### src/rtl/plr_cfg.svh
// Purpose: addresses, fields, reset values
// Assumes: byte-wide register file, 6-bit address
// Notes: host register offsets are byte addresses
`ifndef PLR_CFG_SVH
`define PLR_CFG_SVH
`define PLR_A_ICTL 6'h07
`define PLR_A_RISE 6'h0d
`define PLR_A_FALL 6'h10
`define PLR_A_STAT 6'h13
`define PLR_A_LATCH 6'h14
`define PLR_A_DEBUG 6'h15
`define PLR_A_SCR 6'h16
`define PLR_A_UART 6'h19
`define PLR_OFS_WR 6'h00
`define PLR_OFS_SET 6'h01
`define PLR_OFS_CLR 6'h02
`define PLR_EN_RST 5'h1f
`define PLR_ICTL_MODE 2
`define PLR_UART_RXD 3
`define PLR_UART_TXD 2
`define PLR_UART_LEGAL 8'h0c
`define PLR_H_CMD 8'h00
`define PLR_H_STAT 8'h04
`define PLR_H_EXIT 8'h08
`define PLR_H_TX 8'h0c
`define PLR_H_IRQ 8'h10
`define PLR_H_MASK 8'h14
`define PLR_CMD_WE 16
`define PLR_IRQ_DONE 0
`define PLR_IRQ_REFUSED 1
`define PLR_IRQ_EXIT 2
`endif

### src/rtl/plr_pkg.sv
// Purpose: shared types of both ends
// Assumes: plr_cfg.svh constants
// Notes: none
package plr_pkg;
    typedef enum logic [1:0] {PLR_WR = 2'b00, PLR_SET = 2'b01,
        PLR_CLR = 2'b11, PLR_NONE = 2'b10} plr_acc_t;
    typedef enum logic [1:0] {PLR_IDLE = 2'b00, PLR_REQ = 2'b01,
        PLR_UART = 2'b11, PLR_SPARE = 2'b10} plr_lstate_t;
endpackage : plr_pkg

### src/rtl/plr_if.sv
// Purpose: register path and uart pins between link and phy
// Assumes: one clock, pclk
// Notes: req held until ack
`timescale 1ns/10ps
interface plr_if;
    logic req;
    logic we;
    logic [5:0] addr;
    logic [7:0] wdata;
    logic ack;
    logic [7:0] rdata;
    logic stp;
    logic cs_reset;
    logic data0;
    logic data0_oe;
    logic data1;
    logic data1_oe;
    modport phy (input req, we, addr, wdata, stp, cs_reset, data0,
        data0_oe, output ack, rdata, data1, data1_oe);
    modport link (output req, we, addr, wdata, stp, cs_reset, data0,
        data0_oe, input ack, rdata, data1, data1_oe);
endinterface : plr_if

### src/rtl/plr_phy.sv
// Purpose: transceiver register slice with uart pass-through
// Assumes: sources and line state synchronous to pclk
// Notes: cs_reset restores every register except src_prev and lp_prev, which load the current inputs
//
// Local design decision: the APB interface to the registers.
`include "plr_cfg.svh"
`timescale 1ns/10ps
module plr_phy import plr_pkg::*; (
    input wire logic pclk,
    input wire logic presetn,
    plr_if.phy bus,
    input wire logic id_grounded,
    input wire logic session_ended,
    input wire logic session_ok,
    input wire logic vbus_ok,
    input wire logic host_detached,
    input wire logic line_state_bit1,
    input wire logic line_state_bit0,
    input wire logic low_power,
    input wire logic dp_rx,
    output logic dm_tx,
    output logic dm_tx_oe,
    output logic uart_active
);
    // ---------------------------------------------------
    // state
    // ---------------------------------------------------
    typedef struct packed {
        logic ack;
        logic [7:0] rdata;
        logic [4:0] event_latch;
        logic [4:0] src_prev;
        logic [4:0] rise_event_enable;
        logic [4:0] fall_event_enable;
        logic [7:0] scratch_byte;
        logic [7:0] interface_control;
        logic [7:0] uart_passthru_ctrl;
        logic lp_prev;
        logic dm_tx;
        logic dm_tx_oe;
        logic data1;
        logic data1_oe;
        logic uart_active;
    } plr_phy_st_t;

    plr_phy_st_t st_ff;
    plr_phy_st_t nxt_st;

    // ---------------------------------------------------
    // helpers
    // ---------------------------------------------------
    function automatic plr_acc_t acc_kind(input logic [5:0] a,
            input logic [5:0] base);
        logic [5:0] d;
        d = a - base;
        case (d)
            `PLR_OFS_WR: acc_kind = PLR_WR;
            `PLR_OFS_SET: acc_kind = PLR_SET;
            `PLR_OFS_CLR: acc_kind = PLR_CLR;
            default: acc_kind = PLR_NONE;
        endcase
    endfunction : acc_kind

    function automatic logic [7:0] apply_acc(input logic [7:0] old,
            input plr_acc_t k, input logic [7:0] wd);
        case (k)
            PLR_WR: apply_acc = wd;
            PLR_SET: apply_acc = old | wd;
            PLR_CLR: apply_acc = old & ~wd;
            default: apply_acc = old;
        endcase
    endfunction : apply_acc

    function automatic logic in_range(input logic [5:0] a,
            input logic [5:0] base);
        in_range = (a >= base) && (a <= base + `PLR_OFS_CLR);
    endfunction : in_range

    // ---------------------------------------------------
    // inputs and decode
    // ---------------------------------------------------
    logic [4:0] src;
    logic [4:0] events;
    logic take;
    logic mode_on;
    logic [7:0] rd;

    assign src = {id_grounded, session_ended, session_ok, vbus_ok,
        host_detached};

    // ---------------------------------------------------
    // next state
    // ---------------------------------------------------
    always_comb begin
        nxt_st = st_ff;
        nxt_st.src_prev = src;
        nxt_st.lp_prev = low_power;
        nxt_st.ack = 1'b0;
        events = (src & ~st_ff.src_prev & st_ff.rise_event_enable)
            | (~src & st_ff.src_prev & st_ff.fall_event_enable);
        mode_on = st_ff.interface_control[`PLR_ICTL_MODE];
        take = bus.req && !st_ff.ack && !st_ff.uart_active;
        rd = 8'h00;
        // ---------------------------------------------------
        // read decode
        // ---------------------------------------------------
        if (take) begin
            if (bus.addr == `PLR_A_ICTL) begin
                rd = st_ff.interface_control;
            end else if (in_range(bus.addr, `PLR_A_RISE)) begin
                rd = {3'h0, st_ff.rise_event_enable};
            end else if (in_range(bus.addr, `PLR_A_FALL)) begin
                rd = {3'h0, st_ff.fall_event_enable};
            end else if (bus.addr == `PLR_A_STAT) begin
                rd = {3'h0, src};
            end else if (bus.addr == `PLR_A_LATCH) begin
                rd = {3'h0, st_ff.event_latch};
            end else if (bus.addr == `PLR_A_DEBUG) begin
                rd = {6'h00, line_state_bit1, line_state_bit0};
            end else if (in_range(bus.addr, `PLR_A_SCR)) begin
                rd = st_ff.scratch_byte;
            end else if (in_range(bus.addr, `PLR_A_UART)) begin
                rd = st_ff.uart_passthru_ctrl;
            end
            nxt_st.ack = 1'b1;
            nxt_st.rdata = rd;
        end
        // ---------------------------------------------------
        // register writes
        // ---------------------------------------------------
        if (take && bus.we) begin
            if (bus.addr == `PLR_A_ICTL) begin
                nxt_st.interface_control = bus.wdata;
            end
            nxt_st.rise_event_enable = 5'(apply_acc(
                {3'h0, st_ff.rise_event_enable},
                acc_kind(bus.addr, `PLR_A_RISE), {3'h0, bus.wdata[4:0]}));
            nxt_st.fall_event_enable = 5'(apply_acc(
                {3'h0, st_ff.fall_event_enable},
                acc_kind(bus.addr, `PLR_A_FALL), {3'h0, bus.wdata[4:0]}));
            nxt_st.scratch_byte = apply_acc(st_ff.scratch_byte,
                acc_kind(bus.addr, `PLR_A_SCR), bus.wdata);
            nxt_st.uart_passthru_ctrl = apply_acc(st_ff.uart_passthru_ctrl,
                acc_kind(bus.addr, `PLR_A_UART), bus.wdata);
        end
        // ---------------------------------------------------
        // event latch
        // ---------------------------------------------------
        // latch clears on read or low-power entry, new events win
        if ((take && !bus.we && bus.addr == `PLR_A_LATCH)
                || (low_power && !st_ff.lp_prev)) begin
            nxt_st.event_latch = events;
        end else begin
            nxt_st.event_latch = st_ff.event_latch | events;
        end
        // ---------------------------------------------------
        // uart routing
        // ---------------------------------------------------
        // pass-through entered once mode set and a route enabled
        nxt_st.uart_active = mode_on && (st_ff.uart_passthru_ctrl[
            `PLR_UART_RXD] || st_ff.uart_passthru_ctrl[`PLR_UART_TXD]);
        nxt_st.dm_tx = bus.data0;
        nxt_st.dm_tx_oe = mode_on
            && st_ff.uart_passthru_ctrl[`PLR_UART_TXD];
        nxt_st.data1 = dp_rx;
        nxt_st.data1_oe = mode_on
            && st_ff.uart_passthru_ctrl[`PLR_UART_RXD];
        // ---------------------------------------------------
        // mode exit and soft reset
        // ---------------------------------------------------
        if (bus.stp && st_ff.uart_active) begin
            nxt_st.interface_control[`PLR_ICTL_MODE] = 1'b0;
            nxt_st.uart_passthru_ctrl[`PLR_UART_RXD] = 1'b0;
            nxt_st.uart_passthru_ctrl[`PLR_UART_TXD] = 1'b0;
            nxt_st.uart_active = 1'b0;
            nxt_st.dm_tx_oe = 1'b0;
            nxt_st.data1_oe = 1'b0;
        end
        if (bus.cs_reset) begin
            nxt_st = '0;
            nxt_st.src_prev = src;
            nxt_st.lp_prev = low_power;
            nxt_st.rise_event_enable = `PLR_EN_RST;
            nxt_st.fall_event_enable = `PLR_EN_RST;
        end
    end

    // ---------------------------------------------------
    // registers
    // ---------------------------------------------------
    always_ff @(posedge pclk or negedge presetn) begin
        if (!presetn) begin
            st_ff <= '0;
            st_ff.rise_event_enable <= `PLR_EN_RST;
            st_ff.fall_event_enable <= `PLR_EN_RST;
        end else begin
            st_ff <= nxt_st;
        end
    end

    // ---------------------------------------------------
    // outputs
    // ---------------------------------------------------
    assign bus.ack = st_ff.ack;
    assign bus.rdata = st_ff.rdata;
    assign bus.data1 = st_ff.data1;
    assign bus.data1_oe = st_ff.data1_oe;
    assign dm_tx = st_ff.dm_tx;
    assign dm_tx_oe = st_ff.dm_tx_oe;
    assign uart_active = st_ff.uart_active;
endmodule : plr_phy

### src/flat_wrapper.sv
// flat-port wrapper written by rule: the top's interface ports become plain ports
module plr_phy_flat import plr_pkg::*;
  (pclk, presetn, id_grounded, session_ended, session_ok, vbus_ok, host_detached, line_state_bit1, line_state_bit0, low_power, dp_rx, dm_tx, dm_tx_oe, uart_active, bus_req, bus_we, bus_addr, bus_wdata, bus_stp, bus_cs_reset, bus_data0, bus_data0_oe, bus_ack, bus_rdata, bus_data1, bus_data1_oe);
  plr_if bus_i ();
  input wire logic pclk;
  input wire logic presetn;
  input wire logic id_grounded;
  input wire logic session_ended;
  input wire logic session_ok;
  input wire logic vbus_ok;
  input wire logic host_detached;
  input wire logic line_state_bit1;
  input wire logic line_state_bit0;
  input wire logic low_power;
  input wire logic dp_rx;
  output logic dm_tx;
  output logic dm_tx_oe;
  output logic uart_active;
  input wire logic [$bits(bus_i.req)-1:0] bus_req;
  input wire logic [$bits(bus_i.we)-1:0] bus_we;
  input wire logic [$bits(bus_i.addr)-1:0] bus_addr;
  input wire logic [$bits(bus_i.wdata)-1:0] bus_wdata;
  input wire logic [$bits(bus_i.stp)-1:0] bus_stp;
  input wire logic [$bits(bus_i.cs_reset)-1:0] bus_cs_reset;
  input wire logic [$bits(bus_i.data0)-1:0] bus_data0;
  input wire logic [$bits(bus_i.data0_oe)-1:0] bus_data0_oe;
  output wire logic [$bits(bus_i.ack)-1:0] bus_ack;
  output wire logic [$bits(bus_i.rdata)-1:0] bus_rdata;
  output wire logic [$bits(bus_i.data1)-1:0] bus_data1;
  output wire logic [$bits(bus_i.data1_oe)-1:0] bus_data1_oe;
  assign bus_i.req = bus_req;
  assign bus_i.we = bus_we;
  assign bus_i.addr = bus_addr;
  assign bus_i.wdata = bus_wdata;
  assign bus_i.stp = bus_stp;
  assign bus_i.cs_reset = bus_cs_reset;
  assign bus_i.data0 = bus_data0;
  assign bus_i.data0_oe = bus_data0_oe;
  assign bus_ack = bus_i.ack;
  assign bus_rdata = bus_i.rdata;
  assign bus_data1 = bus_i.data1;
  assign bus_data1_oe = bus_i.data1_oe;
  plr_phy u_core (.pclk(pclk), .presetn(presetn), .bus(bus_i), .id_grounded(id_grounded), .session_ended(session_ended), .session_ok(session_ok), .vbus_ok(vbus_ok), .host_detached(host_detached), .line_state_bit1(line_state_bit1), .line_state_bit0(line_state_bit0), .low_power(low_power), .dp_rx(dp_rx), .dm_tx(dm_tx), .dm_tx_oe(dm_tx_oe), .uart_active(uart_active));
endmodule
### config.mk
export PLATFORM = sky130hd
export DESIGN_NAME = plr_phy_flat
export DESIGN_NICKNAME = d
export VERILOG_FILES = /design/src/rtl/plr_pkg.sv /design/src/rtl/plr_if.sv /design/src/rtl/plr_phy.sv /design/src/flat_wrapper.sv
export VERILOG_INCLUDE_DIRS = /design/src /design/src/rtl
export SDC_FILE = /design/constraint.sdc
export NUM_CORES = 1
export LEC_CHECK = 0
export BUFFER_PORTS_ARGS = -buffer_cell sky130_fd_sc_hd__clkbuf_2
export CORE_UTILIZATION = 53
export CTS_CLUSTER_DIAMETER = 200
export DETAILED_ROUTE_END_ITERATION = 10
export PLACE_DENSITY = 0.77
export SYNTH_ARGS = -nofsm -noshare
export SYNTH_HDL_FRONTEND = slang
export SYNTH_SLANG_ARGS = --single-unit
export TNS_END_PERCENT = 5
### constraint.sdc
create_clock -name pclk -period 2.18 [get_ports pclk]
set_clock_uncertainty 0.15 [all_clocks]
set_input_delay 0.109 -clock pclk [delete_from_list [all_inputs] [get_ports pclk]]
set_output_delay 0.109 -clock pclk [all_outputs]
set_load 0.03 [all_outputs]
==> run metrics <==
Worst-path clk slew=0.07 ns; Tot Pwr=2.72 mW; crit-path cells=or3b_2, nor4_1, a21oi_1, a21oi_1, nor2_1; area delta synth->final=19.6%; CP Max Fanout=5; max frequency=481 MHz; post-synthesis register bit count=between 50 and 60; Iteration-0 DRC Markers=459; r2r setup slk=approximately 0.1 ns; gpl congestion=approximately 0.95; root buffer cell=clkbuf_8; wire per inst=roughly 19 µm; Setup crit start kind=flip-flop; CP endpoint kind=flip-flop; Synth Area in Compound Gates=0.274; ANT cells=0; final hold violations=0; Clk Latency, worst-skew pair=roughly 0.34 ns; Rel. slew slack=0.432; mux contribution to synthesized area=0.0222; fin crit share=0.954; Synth Area in XOR/XNOR=0.0168; row count=29; non-filler cells, final=between 500 and 600; HPWL after detailed placement=approximately 7300 µm; r2r startpoint=u_core.uart_active; die width=85.1 µm; EDFF count, synth=0; simple-gate area share of the yosys netlist=0.199; layout cells sized above 1=0.271; hold_sp=bus_wdata[4]; outcome=completed; fin crit period=slightly above 2 ns; max-cap viol count=0; vias per cell=around 6.4; Slowest Stage Delay on Critical Path=0.49 ns; vias in the first global route=3304; highest-delay cell along the critical path=or3b_2; Synth Area in Adders=0.0198; ANT nets after route=0; # fillers=514; worst vdd ir=0.000428 V; Num CTS Buffers=9; clock buffer depth=2; CTS sink count=just under 60; fraction of registers with async set/reset=1.00; first drt pass iteration count=6; antenna violations before repair=0; detailed-route via count=between 3000 and 4000; syn avg cell area=about 9.4 µm²; Hold Slack=between 0.03 and 0.04 ns; CTS H-Tree Depth=3; core area=around 6500 µm²; crit path DAT=roughly 2.2 ns; gr ovfl total=0; Post-Route WL=10300 µm; Yosys top cell area share=0.335; Pwr per Cell Area=a little over 600 nW/µm²; top-count cell post-synth=dfrtp_1; Synth cell types=roughly 70; Post-route DRC=0; first-pass GRT wire length=about 17000 µm; combinational family with the most area after synthesis=compound AO/OA/AOI/OAI gates; Die ar.=about 7200 µm²; leading area contributor after synthesis=dfrtp_1; CP most frequent cell=a21oi_1; RSZ-0062 raised after global routing=false; Min-Delay Path Depth=3; slew of the pin with the lowest slew margin=between 0.8 and 0.9 ns; Synth top cells by count=49 x dfrtp_1, 31 x a21oi_1, 31 x nor2_1, 31 x o21ai_0, 18 x nand2_1; hold crit path type=in -> reg; quantity of I/O buffers inserted on ports=43; Area contributors post-synth=dfrtp_1 34%, dfstp_2 7.2%, a21oi_1 4.2%, o21ai_0 4.2%, nor2_1 3.2%; I/O pin cnt=45; Worst Hold Path EP=u_core.st_ff[34]; CP required=2.26 ns; Leak=between 1.5 and 2 nW; nets=about 490; YS warnings=0; classification of the worst setup path=reg -> reg; Mapped Cells=388; placed insts=approximately 500; Core Util, Final=0.674; Setup violations, final=0; Die Y-Extent=between 80 and 90 µm; leading register cell type out of synthesis=dfrtp_1; sequential area share after synthesis=0.407; CTS tree=done; reg-to-reg endpoint=u_core.st_ff[47]; worst reg2reg path depth=5; largest net degree at the start of global routing=60; Mapped Nets=424; Synth Cell Area=roughly 3700 µm²; Slew Limit Fails=0; Initial Utilization=0.563; gr usage total=0.304
-- through the flow --
step / setup TNS (ns) / area [µm²] / setup slack (ns)
2_1_floorplan: 0 / 3660 / 0.0570
3_3_place_gp: -0.0112 / 4010 / -0.0112
3_5_place_dp: -0.125 / 4010 / -0.0236
4_1_cts: 0 / 4360 / 0.0821
5_1_grt: 0 / 4380 / 0.0166
6_report: 0 / 4380 / 0.100
-- timing repair --
item	4_1_cts	5_1_grt
setup buffers	0	2
hold buffers	12	0
gates resized for setup	0	0
hold endpoints to repair	66	0
endpoints found under the setup margin	0	8
-- power by group --
| part | total (mW) | internal (mW) | switching (mW) |
|---|---|---|---|
| clock | 1.14 | 0.704 | 0.433 |
| combinational | 0.420 | 0.161 | 0.260 |
| sequential | 1.16 | 1.14 | 0.0252 |
-- metal layers --
layer | wire (µm) | global-route usage | share of wire
met1 | 4460 | 0.406 | 0.43
met2 | 4920 | 0.485 | 0.48
met3 | 767 | 0.0700 | 0.074
met4 | 197 | 0.109 | 0.019
met5 | 0 | 0 | 0
-- registers in the layout (all words and copies together), names as in the netlist --
signal	cells
u_core.bus.rdata	8
u_core.bus.data1_oe	1
u_core.uart_active	1
u_core.bus.data1	1
u_core.mode_on	1
u_core.st_ff	44
u_core.dm_tx	1
u_core.dm_tx_oe	1
u_core.bus.ack	1
-- cell usage in the layout (no fill, tap or decap), types with 4 or more instances in the layout --
| cell | count |
|---|---|
| a22o_1 | 8 |
| a211oi_1 | 5 |
| clkbuf_8 | 11 |
| nor2_1 | 31 |
| nand3b_1 | 9 |
| a31o_2 | 6 |
| o22ai_1 | 13 |
| nand3_1 | 4 |
| ha_1 | 5 |
| nor2b_1 | 6 |
| dfstp_2 | 10 |
| o21ai_0 | 31 |
| a31oi_1 | 5 |
| a221o_1 | 4 |
| buf_4 | 31 |
| clkbuf_2 | 43 |
| nand2_1 | 18 |
| inv_1 | 11 |
| dlygate4sd3_1 | 12 |
| a32oi_1 | 4 |
| or3b_2 | 4 |
| dfrtp_1 | 49 |
| a311oi_1 | 6 |
| mux2i_1 | 7 |
| a21oi_1 | 31 |
| nand2b_1 | 14 |
| a22oi_1 | 4 |
| and3_1 | 5 |
| xor2_1 | 6 |
-- worst max path at each step --
stage	startpoint	to	slack [ns]	cells after the start
floorplan	u_core.bus.ack	u_core.st_ff[28]	0.06	5
global placement	bus_addr[1]	u_core.bus.rdata[1]	-0.01	7
detailed placement	bus_addr[1]	u_core.bus.rdata[1]	-0.02	7
CTS	u_core.uart_active	u_core.st_ff[10]	0.08	5
global route	u_core.uart_active	u_core.st_ff[22]	0.02	6
finish	u_core.uart_active	u_core.st_ff[47]	0.10	5
-- logic make-up after synthesis --
| logic type | count (synthesis) |
|---|---|
| fa+ha+maj | 6 |
| simple gates | 121 |
| xor+xnor | 7 |
| flops | 59 |
| compound gates | 143 |
| mux | 8 |
| buf+inv | 44 |
-- area by class of cell --
cell class,count,area (µm²),area share
multi-input cells,285,1950,0.446
inverters,11,41.3,0.00944
clock buffers,12,155,0.0355
flip-flops and latches,59,1490,0.340
clock inverters,4,72.6,0.0166
repair buffers,86,568,0.130
well taps,77,96.3,0.0220
-- critical path: cells and delay by family (launching register included) --
kind / cells / cell delay [ns]
flops: 1 / 0.45
compound gates: 2 / 0.45
simple gates: 3 / 0.92
Note: power is estimated with default switching activity, not from simulation.
